### config.mk
export PLATFORM = sky130hd
export DESIGN_NAME = cfg_sampler
export DESIGN_NICKNAME = d
export VERILOG_FILES = /design/src/rtl/cfg_pkg.sv /design/src/rtl/cfg_pad_cell.sv /design/src/rtl/cfg_sampler.sv
export SDC_FILE = /design/constraint.sdc
export NUM_CORES = 1
export LEC_CHECK = 0
export BUFFER_PORTS_ARGS = -buffer_cell sky130_fd_sc_hd__buf_2
export CAP_MARGIN = 10
export CELL_PAD_IN_SITES_DETAIL_PLACEMENT = 1
export CELL_PAD_IN_SITES_GLOBAL_PLACEMENT = 1
export CORE_MARGIN = 8
export CORE_UTILIZATION = 25
export CTS_CLUSTER_SIZE = 20
export DETAILED_ROUTE_END_ITERATION = 10
export PLACE_DENSITY_LB_ADDON = 0.1
export SLEW_MARGIN = 30
export SYNTH_ARGS = -nofsm -noshare
export SYNTH_HDL_FRONTEND = slang
export SYNTH_SLANG_ARGS = --single-unit
### constraint.sdc
create_clock -name clk -period 6.5 [get_ports clk]
set_input_delay 1.95 -clock clk [delete_from_list [all_inputs] [get_ports clk]]
set_output_delay 1.95 -clock clk [all_outputs]
set_load 0.005 [all_outputs]
### src/rtl/cfg_pkg.sv
// constants and types for power-on configuration sampling
package cfg_pkg;

  // ****************************************************************
  // configuration pin group
  // ****************************************************************
  localparam int          CFG_WIDTH     = 16;
  // upper four pins carry the clock multiplier ratios: no pull-up
  localparam logic [15:0] CFG_PULL_MASK = 16'h0FFF;
  // high level on every bit selects the default setting
  localparam logic [15:0] CFG_RESET_VAL = 16'hFFFF;

  // ****************************************************************
  // timing
  // ****************************************************************
  // platform clocks the pull-up and receiver stay on after the latching edge
  localparam int          HOLD_CLKS     = 4;

  // ****************************************************************
  // types
  // ****************************************************************
  typedef enum logic [1:0] {
    PH_RESET,
    PH_HOLD,
    PH_RUN
  } phase_e;

  typedef struct packed {
    logic release_pin;
    logic pull_en;
    logic rx_en;
  } pad_ctl_s;

endpackage

### src/rtl/cfg_pad_cell.sv
// one shared output pin with configuration input path
`timescale 1ns/10ps
`default_nettype none

module cfg_pad_cell #(
  parameter bit PULLABLE = 1'b1
) (
  input  wire logic              func_out,
  input  wire logic              func_oe_n,
  input  wire logic              pin_in,
  input  wire cfg_pkg::pad_ctl_s ctl,
  output logic                   pin_out,
  output logic                   pin_oe_n,
  output logic                   pin_pull_en,
  output logic                   pin_rx_en,
  output logic                   rx_level
);

  // ****************************************************************
  // pin multiplexing
  // ****************************************************************
  always_comb begin
    // pin stays undriven until it is given back
    pin_out     = ctl.release_pin ? func_out : 1'b0;
    pin_oe_n    = ctl.release_pin ? func_oe_n : 1'b1;
    // pull-up only where the pin has one
    pin_pull_en = PULLABLE & ctl.pull_en;
    pin_rx_en   = ctl.rx_en;
    // receiver disabled reads as low
    rx_level    = ctl.rx_en & pin_in;
  end

endmodule

`default_nettype wire

### src/rtl/cfg_sampler.sv
// power-on configuration capture on shared output pins
// Overview of operation
// Pins are undriven inputs whenever hard reset is asserted.
// Pin levels latched on hard reset release, then receiver off, pins back.
// Gated pull-up on during hard reset and a few clocks after, off with receiver.
// High sampled level on pulled-up pins means the default setting.
// Clock multiplier ratio pins have no pull-up; board drives them in reset.
// Board keeps asynchronous test control pins deasserted in normal operation.
// Board asserts the test-port reset whenever the device is in reset.
// Board should assert test-port reset at power-on for reliable startup.
// Debug probe asserts hard reset and test-port reset independently.
// Board merges probe resets with all other reset sources by logic.
// With debug port in use, test-port reset not tied to hard reset; board_model ANDs hard_reset_n into trst_n.
// Without test use, test-port reset follows hard reset.
// Unused test clock held statically high.
// Latched values hold until the next hard reset assertion; rst also loads CFG_RESET_VAL and a new latch follows on release.
`timescale 1ns/10ps
`default_nettype none

module cfg_sampler #(
  parameter int                           WIDTH     = cfg_pkg::CFG_WIDTH,
  parameter logic [cfg_pkg::CFG_WIDTH-1:0] PULL_MASK = cfg_pkg::CFG_PULL_MASK,
  parameter int                           HOLD      = cfg_pkg::HOLD_CLKS
) (
  input  wire logic             clk,
  input  wire logic             rst,
  input  wire logic             hard_reset_n,
  input  wire logic [WIDTH-1:0] func_out,
  input  wire logic [WIDTH-1:0] func_oe_n,
  input  wire logic [WIDTH-1:0] pad_in,
  output logic      [WIDTH-1:0] pad_out,
  output logic      [WIDTH-1:0] pad_oe_n,
  output logic      [WIDTH-1:0] pad_pu_en,
  output logic      [WIDTH-1:0] pad_rx_en,
  output logic      [WIDTH-1:0] cfg_value,
  output logic                  cfg_valid,
  output logic                  cfg_latched,
  output logic                  pins_released
);

  localparam int CW = $clog2(HOLD + 1);

  // ****************************************************************
  // state
  // ****************************************************************
  cfg_pkg::phase_e   phase_r;
  cfg_pkg::phase_e   phase_nxt;
  logic [CW-1:0]     hold_cnt_r;
  logic [CW-1:0]     hold_cnt_nxt;
  logic [WIDTH-1:0]  cfg_r;
  logic [WIDTH-1:0]  cfg_nxt;
  logic              valid_r;
  logic              valid_nxt;
  logic              latched_r;
  logic              latched_nxt;
  logic [WIDTH-1:0]  rx_level;
  cfg_pkg::pad_ctl_s ctl;

  // ****************************************************************
  // sequencing
  // ****************************************************************
  always_comb begin
    phase_nxt    = phase_r;
    hold_cnt_nxt = hold_cnt_r;
    cfg_nxt      = cfg_r;
    valid_nxt    = valid_r;
    latched_nxt  = 1'b0;
    case (phase_r)
      cfg_pkg::PH_RESET: begin
        valid_nxt = 1'b0;
        if (hard_reset_n) begin
          // capture on release while receivers still listen
          cfg_nxt      = rx_level;
          valid_nxt    = 1'b1;
          latched_nxt  = 1'b1;
          hold_cnt_nxt = '0;
          phase_nxt    = cfg_pkg::PH_HOLD;
        end
      end
      cfg_pkg::PH_HOLD: begin
        if (!hard_reset_n) begin
          phase_nxt = cfg_pkg::PH_RESET;
        end else if (hold_cnt_r == CW'(HOLD - 1)) begin
          phase_nxt = cfg_pkg::PH_RUN;
        end else begin
          hold_cnt_nxt = hold_cnt_r + CW'(1);
        end
      end
      cfg_pkg::PH_RUN: begin
        // shared pin activity never reaches cfg_r here
        if (!hard_reset_n) begin
          phase_nxt = cfg_pkg::PH_RESET;
        end
      end
      default: begin
        phase_nxt = cfg_pkg::PH_RESET;
      end
    endcase
  end

  always_ff @(posedge clk or posedge rst) begin
    if (rst) begin
      phase_r    <= cfg_pkg::PH_RESET;
      hold_cnt_r <= '0;
      cfg_r      <= cfg_pkg::CFG_RESET_VAL[WIDTH-1:0];
      valid_r    <= 1'b0;
      latched_r  <= 1'b0;
    end else begin
      phase_r    <= phase_nxt;
      hold_cnt_r <= hold_cnt_nxt;
      cfg_r      <= cfg_nxt;
      valid_r    <= valid_nxt;
      latched_r  <= latched_nxt;
    end
  end

  // ****************************************************************
  // pad control
  // ****************************************************************
  always_comb begin
    // hard reset forces input mode at once, not a clock later
    ctl.release_pin = hard_reset_n & (phase_r == cfg_pkg::PH_RUN);
    ctl.rx_en       = ~ctl.release_pin;
    ctl.pull_en     = ~ctl.release_pin;
  end

  // ****************************************************************
  // pin cells
  // ****************************************************************
  for (genvar i = 0; i < WIDTH; i++) begin : g_pad
    cfg_pad_cell #(
      .PULLABLE (PULL_MASK[i])
    ) u_cell (
      .func_out    (func_out[i]),
      .func_oe_n   (func_oe_n[i]),
      .pin_in      (pad_in[i]),
      .ctl         (ctl),
      .pin_out     (pad_out[i]),
      .pin_oe_n    (pad_oe_n[i]),
      .pin_pull_en (pad_pu_en[i]),
      .pin_rx_en   (pad_rx_en[i]),
      .rx_level    (rx_level[i])
    );
  end

  assign cfg_value     = cfg_r;
  assign cfg_valid     = valid_r;
  assign cfg_latched   = latched_r;
  assign pins_released = ctl.release_pin;
endmodule

`default_nettype wire

Yosys cells after proc, flatten, opt, wreduce, memory -nomap -nowiden
Index checks and enable logic that the tools add are counted.
Widths: inputs -> output; s select.
{"block": "op_classes", "reduce_logical": 5, "mux": 43, "bitwise_logic": 18, "addsub": 1, "eq_ne": 8}
{"op": "$mux 1", "count": 34}
{"op": "$and 1x1->1", "count": 17}
{"op": "$mux 3", "count": 3}
{"op": "$mux 2", "count": 4}
{"op": "$ne 2x2->1 const B", "count": 4}
{"op": "$pmux 2 s3", "count": 1}
{"op": "$pmux 3 s2", "count": 1}
{"op": "$reduce_and 4->1", "count": 1}
{"op": "$add 3x1->3 const B", "count": 1}
{"op": "$eq 3x2->1 const B", "count": 1}
{"op": "$ne 3x3->1 const B", "count": 1}
{"op": "$reduce_and 3->1", "count": 1}
{"op": "$eq 2x1->1 const B", "count": 1}
{"op": "$eq 2x2->1 const B", "count": 1}
{"op": "$logic_not 2->1", "count": 1}
{"op": "$reduce_and 2->1", "count": 1}
{"op": "$reduce_bool 2->1", "count": 1}
{"op": "$not 1->1", "count": 1}
{"block": "word_totals", "regBits": 23, "wordCells": 80, "output_inout_bits": 83}

Logic depth before layout (Yosys ltp)
Gate-level depths: netlist of the first run.
{"block": "depth", "ltp_word": 4, "depth_mapped": 5, "mapped_depth_nobuf": 5}

By module
A second synthesis of the first run with hierarchy kept.
{"block": "unflattened", "hier_cells": 150, "hier_area_um2": 1542.7}
{"module": "cfg_sampler", "area_each_um2": 987.2, "instances": 1, "cells_per_inst": 66, "seq_area_each_um2": 595.6}
{"module": "cfg_pad_cell (g_pad[0].u_cell ...)", "area_each_um2": 33.8, "instances": 12, "cells_per_inst": 5, "seq_area_each_um2": 0.0}
{"module": "cfg_pad_cell (g_pad[12].u_cell ...)", "area_each_um2": 37.5, "instances": 4, "cells_per_inst": 6, "seq_area_each_um2": 0.0}

Worst setup path before layout of the first run
No wires, ideal clock.
{"block": "synth_path", "kind": "in2out", "from": "in hard_reset_n", "to": "out pad_out[0]", "arrival_time_ps": 3199, "required_time_ps": 4550, "slack_ps": 1351, "stages": 5, "n_path_buf": 2, "cell_sequence": "nand3b_1 inv_1 buf_2 and2_1 buf_4"}
{"block": "synth_between", "elab_chain_cells": 2}
{"element": "start: declaration", "line": "cfg_sampler.sv:27", "source": "input wire logic hard_reset_n,"}
{"element": "$and 1x1->1", "line": "cfg_sampler.sv:122", "source": "ctl.release_pin = hard_reset_n & (phase_r == cfg_pkg::PH_RUN);"}
{"element": "via pins_released", "line": "cfg_sampler.sv:38", "source": "output logic pins_released"}
{"element": "$mux 1", "line": "cfg_pad_cell.sv:24", "source": "pin_out = ctl.release_pin ? func_out : 1'b0;"}
{"element": "end: declaration", "line": "cfg_sampler.sv:31", "source": "output logic [WIDTH-1:0] pad_out,"}
The timed path passes the listed nets, and every way through them passes these cells.

Worst setup path after layout of the first run
{"block": "layout_path", "from": "in hard_reset_n", "to": "out pad_out[13]"}
{"block": "layout_between", "elab_chain_cells": 2}
{"element": "$and 1x1->1", "line": "cfg_sampler.sv:122"}
{"element": "$mux 1", "line": "cfg_pad_cell.sv:24"}
Every way passes these cells.

==> impl_metrics.yaml, run 1 <==
sta:
  fin_ws_ns: 1.27
  rsz0062_at_grt: "no"
  slew_violations: 0
  relSlewSlack_pct: 46.5
  period_needed_ns: 5.23
  finalHoldViolations: 0
  tns_ns: 0
  setup_viol: 0
  fin_skew_ns: 0.00345
  period_share_pct: 80.4
  tightestPinTransition_ns: 0.798
  fmax_mhz: 191
final_layout:
  layout.nets: 289
  drive_above_1_share_pct: 71.5
  layout_common_cells: "buf_2 (129), and2_1 (18), nand2b_1 (18)"
  layout_commonest_cell: "buf_2"
  synthToLayoutAreaGrowth_pct: 17.7
  insertedDiodeCount: 0
  final.fill_count: 834
floorplanning:
  io_pins: 134
  dieArea_sq_um: 9630
  core-area_sq_um: 6640
  rows: 30
  start_util_pct: 25.4
  dieWidth_um: 98.1
  die_y_um: 98.1
worst_setup_path:
  worstSetupEndpointType: "output port"
  start_kind: "input pin"
  path_class: "input pin to output port"
  cp.arrival_ns: 3.28
  critPathRequiredTime_ns: 4.55
  cp_max_fo: 33
power_and_ir_drop:
  powerDensity_nw_per_um2: 195
  vdd_drop_max_uv: 115
  p_leak_nw: 0.990
place:
  post-place-ws_ns: 1.21
  dp_hpwl_mm: 3.80
  portBuffers: 129
  globalplace.congestion: 0.703
detailed_routing:
  dr.pass1.iters: 4
  post_drt_wl_per_cell_um: 14.5
  totalWireLength_mm: 4.55
  postRouteAntennaNets: 0
  drc_errors: 0
  first_iter_violations: 12
  via_count: 1215
  drt-vias-per-instance: 3.86
grt:
  grtUsageTotal_pct: 8.84
  grt_pass1_wl_mm: 6.98
  grt_overflow: 0
  first_global_vias: 1285
  grt_start_max_net_pins: 34
  antenna_found_initial: 0
run:
  maxCapViolCount: 0
logic_synthesis:
  syn_area_sq_um: 1690
  ys_seq_area_share_pct: 35.3
  synth-seq-cells: 23
  syn_area_per_cell_sq_um: 10.2
  synth_cell_types: 20
  synthCells: 166
  ys.warnings.count: 0
cts:
  clock_latency_ns: 0.26
  clockBufferDepth: 2
  cts_resized: 0
  cts.sink_count: 23
  cts_tree: "built"
  postCtsSetupBuffers: 0
  clk_pin_slew_worst_paths_ns: 0.08
  h-tree-depth: 1
  cts_made_buffers: 3
  cts_root_buf: "clkbuf_8"
  hold_buffers: 0
outcome:
  outcome: "finished clean"
min_path:
  hold_path_class: "flop to flop"
logic make-up (layout without fill, tap and decap cells):
| kind of cell | count (synthesis) | count (layout) | synth area share, % |
|---|---|---|---|
| buf+inv | 72 | 138 | 31.4 |
| flops | 23 | 23 | 35.3 |
| mux | 17 | 17 | 13.1 |
| fa+ha+maj | 2 | 2 | 1.48 |
| compound gates | 7 | 7 | 2.08 |
| other cells | 1 | 4 | 0.222 |
| simple gates | 44 | 44 | 16.5 |
where the power goes:
| part | total (W) | internal, W | switching (W) |
|---|---|---|---|
| Clock | 0.0000880 | 0.0000437 | 0.0000443 |
| Sequential | 0.000200 | 0.000185 | 0.0000149 |
| Combinational | 0.0000993 | 0.0000604 | 0.0000389 |
| Total | 0.000387 | 0.000289 | 0.0000982 |
path summary, 6_finish.rpt:
path / to / slack [ns] / startpoint / cells past startpoint
setup / recovery: pad_out[13] / 1.27 / hard_reset_n / 6
hold / removal: hold_cnt_r[2] / 0.52 / hold_cnt_r[2] / 2
setup reg to reg: cfg_value[4] / 5.10 / phase_r[0] / 3
hold reg to reg: hold_cnt_r[2] / 0.52 / hold_cnt_r[2] / 2
max in group asynchronous: hold_cnt_r[0] / 4.39 / rst / 2
min in group asynchronous: cfg_latched / 1.73 / rst / 2
Yosys cell counts:
library cell | n | area [sq um]
nor3b_2 | 1 | 12.5
nand3b_1 | 1 | 7.51
ha_1 | 2 | 25.0
buf_4 | 64 | 480
mux2_4 | 8 | 120
dfstp_2 | 16 | 420
nand2b_1 | 18 | 113
mux2i_1 | 1 | 10.0
and2_1 | 18 | 113
or2b_1 | 2 | 15.0
inv_1 | 3 | 11.3
buf_6 | 2 | 22.5
buf_2 | 3 | 15.0
or2_2 | 1 | 6.26
conb_1 | 1 | 3.75
o21ai_0 | 7 | 35.0
mux2_2 | 8 | 90.1
dfrtp_1 | 7 | 175
nor2_1 | 1 | 3.75
nand2_1 | 2 | 7.51
routing by layer:
metal	track usage (%)	routed length [um]	up-vias
li1	-	-	588
met1	9.64	1760	544
met5	0	0	-
met4	2.13	17	0
met3	5.26	667	2
met2	14.3	2110	81
flip-flops by register name (all words and copies together), names as in the netlist:
signal       flops
cfg_latched      1
cfg_valid        1
cfg_value       16
hold_cnt_r       3
phase_r          2
layout make-up:
class	count	area, sq um	area share [%]
Clock buffer	4	45.0	2.27
Inverter	3	11.3	0.567
Multi-Input combinational cell	74	573	28.9
Sequential cell	23	596	30.0
Tap cell	80	100	5.04
Timing Repair Buffer	131	661	33.3
through the flow:
stage / std cells / cell area (sq um) / utilization, % / hold WS [ns] / power [W]
3_3_place_gp: 311 / 1940 / 29.2 / 0.494 / 0.000305
6_report: 315 / 1990 / 29.9 / 0.520 / 0.000387
5_1_grt: 315 / 1990 / 29.9 / 0.586 / 0.000414
4_1_cts: 315 / 1990 / 29.9 / 0.533 / 0.000397
3_5_place_dp: 311 / 1940 / 29.2 / 0.514 / 0.000304
2_1_floorplan: 169 / 1700 / - / 0.472 / 0.000260
worst max-delay path: stages:
cell,delay [ns]
buf_2,0.10
nand3b_1,0.07
buf_4,0.20
inv_1,0.60
and2_1,0.22
buf_2,0.12
Note: power is estimated with default switching activity, not from simulation.
==> run 2, diff against run 1 <==
Clock period 6.5 ns to 4.6 ns, I/O delays scaled along.
==> run 2 against run 1 <==
Final area rose by 0.38%. Via count rose by 1.2%. Register-to-register slack worse by 1.9 ns. Combinational power grew 41%.
==> impl_metrics.yaml, run 2 (same netlist as run 1, synthesis figures left out) <==
sta:
  relSlewSlack_pct: 45.2
  setup_viol: 0
  fmax_mhz: 264
  period_needed_ns: 3.79
  tns_ns: 0
  period_share_pct: 82.3
  fin_skew_ns: 0.00830
  rsz0062_at_grt: "no"
  slew_violations: 0
  holdWs_ns: 0.515
  tightestPinTransition_ns: 0.817
  finalHoldViolations: 0
worst_setup_path:
  start_kind: "input pin"
  path_buf_inv: 5
  cp_max_fo: 33
  crit_family: "buffers and inverters"
  crit_chain: "buf_2 > nand3b_1 > buf_4 > inv_1 > buf_4 > and2_1 > buf_2"
  slowest_stage: "buf_4"
  slowest_delay_ns: 0.23
  worstSetupEndpointType: "output port"
  cp.arrival_ns: 2.41
  critPathRequiredTime_ns: 3.22
  path_class: "input pin to output port"
grt:
  antenna_found_initial: 0
  first_global_vias: 1360
  grt_overflow: 0
  grt_pass1_wl_mm: 7.42
  grtUsageTotal_pct: 9.30
  grt_start_max_net_pins: 34
cts:
  clk_pin_slew_worst_paths_ns: 0.08
  cts_tree: "built"
  postCtsSetupBuffers: 0
  h-tree-depth: 1
  cts_made_buffers: 3
  clockBufferDepth: 2
  cts_resized: 0
  cts_root_buf: "clkbuf_8"
  hold_buffers: 0
  cts.sink_count: 23
  clock_latency_ns: 0.26
detailed_routing:
  postRouteAntennaNets: 0
  totalWireLength_mm: 4.62
  drt-vias-per-instance: 3.89
  post_drt_wl_per_cell_um: 14.6
  drc_errors: 0
  first_iter_violations: 8
  dr.pass1.iters: 3
  via_count: 1230
final_layout:
  layout_common_cells: "buf_2 (129), and2_1 (18), nand2b_1 (18)"
  drive_above_1_share_pct: 71.6
  final.fill_count: 814
  synthToLayoutAreaGrowth_pct: 18.2
  layout.nets: 290
  layout_commonest_cell: "buf_2"
  largest_reg_flops: 16
  insertedDiodeCount: 0
  multiInputGateArea_sq_um: 573
  final_util_pct: 30.0
  register_area_sq_um: 596
power_and_ir_drop:
  p_int_w: 0.000409
  power_frac_comb_pct: 25.7
  swShare_pct: 25.0
  p_clk_share_pct: 22.3
  vdd_drop_max_uv: 175
  powerDensity_nw_per_um2: 273
  p_sw_w: 0.000136
  p_leak_nw: 0.996
  p_seq_share_pct: 52.1
floorplanning:
  core-area_sq_um: 6640
  die_y_um: 98.1
  dieWidth_um: 98.1
  rows: 30
  start_util_pct: 25.4
  io_pins: 134
  dieArea_sq_um: 9630
min_path:
  hold_path_class: "flop to flop"
place:
  portBuffers: 129
  globalplace.congestion: 0.700
  dp_hpwl_mm: 3.89
outcome:
  outcome: "finished clean"
run:
  maxCapViolCount: 0
[run 2: tightest hold or removal path, stage by stage (launching register included)]
cell and delay [ns]:
dfrtp_1 0.34, o21ai_0 0.07, o21ai_0 0.07
[run 2: worst paths after layout]
check                                    from             to  slack [ns]  cells past startpoint
worst max-delay path             hard_reset_n     pad_out[9]        0.81                      7
worst min-delay path            hold_cnt_r[2]  hold_cnt_r[2]        0.51                      2
worst max register to register     phase_r[0]   cfg_value[4]        3.18                      3
worst min register to register  hold_cnt_r[2]  hold_cnt_r[2]        0.51                      2
max in group asynchronous                 rst    cfg_latched        3.04                      2
min in group asynchronous                 rst      cfg_valid        1.17                      2
[run 2: power groups by stage]
stage	combinational, W	clock, W	sequential, W
6_report	0.000140	0.000121	0.000284
5_1_grt	0.000159	0.000137	0.000290
4_1_cts	0.000146	0.000130	0.000285
3_5_place_dp	0.000145	0	0.000286
3_3_place_gp	0.000144	0	0.000287
2_1_floorplan	0.0000806	0	0.000287
[run 2: per-layer routing]
layer / part of all wire [%] / routed length, um / track usage [%] / vias up
met2: 47 / 2170 / 15.6 / 81
met5: 0 / 0 / 0 / -
met3: 16 / 724 / 5.48 / 2
met1: 37 / 1720 / 9.93 / 554
li1: - / - / - / 593
met4: 0.24 / 11 / 1.77 / 0
[run 2: layout make-up]
type	count	area share (%)
Multi-Input combinational cell	74	28.8
Timing Repair Buffer	132	33.5
Clock buffer	4	2.26
Tap cell	80	5.02
Sequential cell	23	29.9
Inverter	3	0.565
[run 2: per-stage QoR]
| stage | std cells | setup slack (ns) | power [W] | cell area, sq um |
|---|---|---|---|---|
| 3_3_place_gp | 312 | 0.809 | 0.000431 | 1950 |
| 5_1_grt | 316 | 0.652 | 0.000586 | 1990 |
| 3_5_place_dp | 312 | 0.786 | 0.000432 | 1950 |
| 6_report | 316 | 0.814 | 0.000545 | 1990 |
| 4_1_cts | 316 | 0.787 | 0.000561 | 1990 |
| 2_1_floorplan | 169 | 0.591 | 0.000368 | 1700 |
==> run 3, diff against run 2 <==
Clock period 4.6 ns to 3.95 ns, I/O delays scaled along.
==> run 3 against run 2 <==
Final cell count did not move. Clock-buffer cell count fell by 1. Via count fell by 1.1%. Wire length fell by 2.6%. Sequential share of layout area barely moved. First-iteration DRC count did not move. Die area did not move.
==> impl_metrics.yaml, run 3 (same netlist as run 1, synthesis figures left out) <==
final_layout:
  layout_commonest_cell: "buf_2"
  final_util_pct: 30.0
  layout_common_cells: "buf_2 (129), and2_1 (18), nand2b_1 (18)"
  layoutNonFillerInstCount: 316
  synthToLayoutAreaGrowth_pct: 18.2
  drive_above_1_share_pct: 72.5
  final.fill_count: 829
  largest_reg_flops: 16
  stdcell_area_sq_um: 1990
  layout.nets: 290
  insertedDiodeCount: 0
place:
  portBuffers: 129
  globalplace.congestion: 0.694
  place_inst: 312
  placed_cell_area_sq_um: 1950
  dp_hpwl_mm: 3.74
worst_setup_path:
  crit_path_end: "pad_out[13]"
  r2r_setup_slack_ns: 2.56
  cp_max_fo: 33
  slowest_delay_ns: 0.26
  crit_chain: "buf_2 > nand3b_1 > inv_1 > buf_4 > and2_1 > buf_2"
  worstSetupEndpointType: "output port"
  start_kind: "input pin"
  cp.arrival_ns: 2.00
  r2r_start: "phase_r[0]"
  reg2regPathDepth: 3
  crit_start: "hard_reset_n"
  slowest_stage: "buf_4"
  critPathRequiredTime_ns: 2.76
  r2r_end: "cfg_value[2]"
  path_common_cell: "buf_2"
  path_class: "input pin to output port"
grt:
  grtUsageTotal_pct: 9.08
  grt_start_max_net_pins: 34
  antenna_found_initial: 0
  first_global_vias: 1317
  grt_pass1_wl_mm: 7.16
  grt_overflow: 0
detailed_routing:
  drt-vias-per-instance: 3.85
  dr.pass1.iters: 3
  first_iter_violations: 8
  drc_errors: 0
  post_drt_wl_per_cell_um: 14.2
  postRouteAntennaNets: 0
  totalWireLength_mm: 4.50
  via_count: 1216
sta:
  period_share_pct: 80.6
  fin_skew_ns: 0.00426
  period_needed_ns: 3.18
  fmax_mhz: 314
  rsz0062_at_grt: "no"
  finalHoldViolations: 0
  setup_viol: 0
  tns_ns: 0
  slew_violations: 0
floorplanning:
  start_util_pct: 25.4
  dieWidth_um: 98.1
  dieArea_sq_um: 9630
  die_y_um: 98.1
  rows: 30
  core-area_sq_um: 6640
  io_pins: 134
cts:
  postCtsSetupBuffers: 0
  cts_root_buf: "clkbuf_8"
  cts_resized: 0
  clk_pin_slew_worst_paths_ns: 0.08
  clockBufferDepth: 2
  h-tree-depth: 1
  clock_latency_ns: 0.26
  hold_buffers: 0
  cts.sink_count: 23
  cts_made_buffers: 3
  cts_tree: "built"
power_and_ir_drop:
  powerDensity_nw_per_um2: 320
  p_leak_nw: 1.00
  vdd_drop_max_uv: 200
run:
  maxCapViolCount: 0
min_path:
  hold_path_class: "flop to flop"
outcome:
  outcome: "finished clean"
-- run 3: cell count changes in the layout (fill, tap and decap cells not counted) --
cell / before / now
clkinv_1: 1 / 0
clkinv_2: 0 / 1
inv_2: 0 / 1
clkbuf_1: 1 / 0
-- run 3: metrics by stage --
stage                     total power [W]  worst slack [ns]  hold slack, ns
after floorplan                  0.000428             0.331           0.472
after global placement           0.000501             0.734           0.514
after detailed placement         0.000501             0.732           0.514
after CTS                        0.000652             0.731           0.533
after global routing             0.000684             0.642           0.575
final                            0.000638             0.768           0.526
-- run 3: final cells by class --
cell class	instances	area, sq um	area share (%)
Clock buffer	3	41.3	2.07
Clock inverter	1	5.00	0.251
Inverter	3	11.3	0.565
Multi-Input combinational cell	74	573	28.7
Sequential cell	23	596	29.9
Tap cell	80	100	5.02
Timing Repair Buffer	132	668	33.5
-- run 3: per-layer routing --
| layer | global-route usage, % | share of wire (%) | routed length, um |
|---|---|---|---|
| met5 | 0 | 0 | 0 |
| met4 | 2.48 | 0.38 | 17 |
| met3 | 4.77 | 14 | 619 |
| met2 | 14.8 | 45 | 2040 |
| met1 | 10.1 | 40 | 1820 |
-- run 3: power by group --
group	total (W)	switching, W	leakage (nW)	internal [W]
Combinational	0.000164	0.0000641	0.717	0.0000994
Clock	0.000145	0.0000749	0.0255	0.0000703
Sequential	0.000329	0.0000246	0.259	0.000305
-- run 3: worst min path at each step --
stage	endpoint	startpoint	slack [ns]	depth (start not counted)
2_1_floorplan	hold_cnt_r[2]	hold_cnt_r[2]	0.47	2
3_3_place_gp	hold_cnt_r[2]	hold_cnt_r[2]	0.51	2
6_report	hold_cnt_r[2]	hold_cnt_r[2]	0.53	2
3_5_place_dp	hold_cnt_r[2]	hold_cnt_r[2]	0.51	2
5_1_grt	cfg_valid	cfg_valid	0.57	2
4_1_cts	hold_cnt_r[2]	hold_cnt_r[2]	0.53	2
-- run 3: critical path: cells and delay by family --
kind | cells | cell delay, ns
buffers and inverters | 4 | 0.53
AND/OR/NAND/NOR | 2 | 0.26
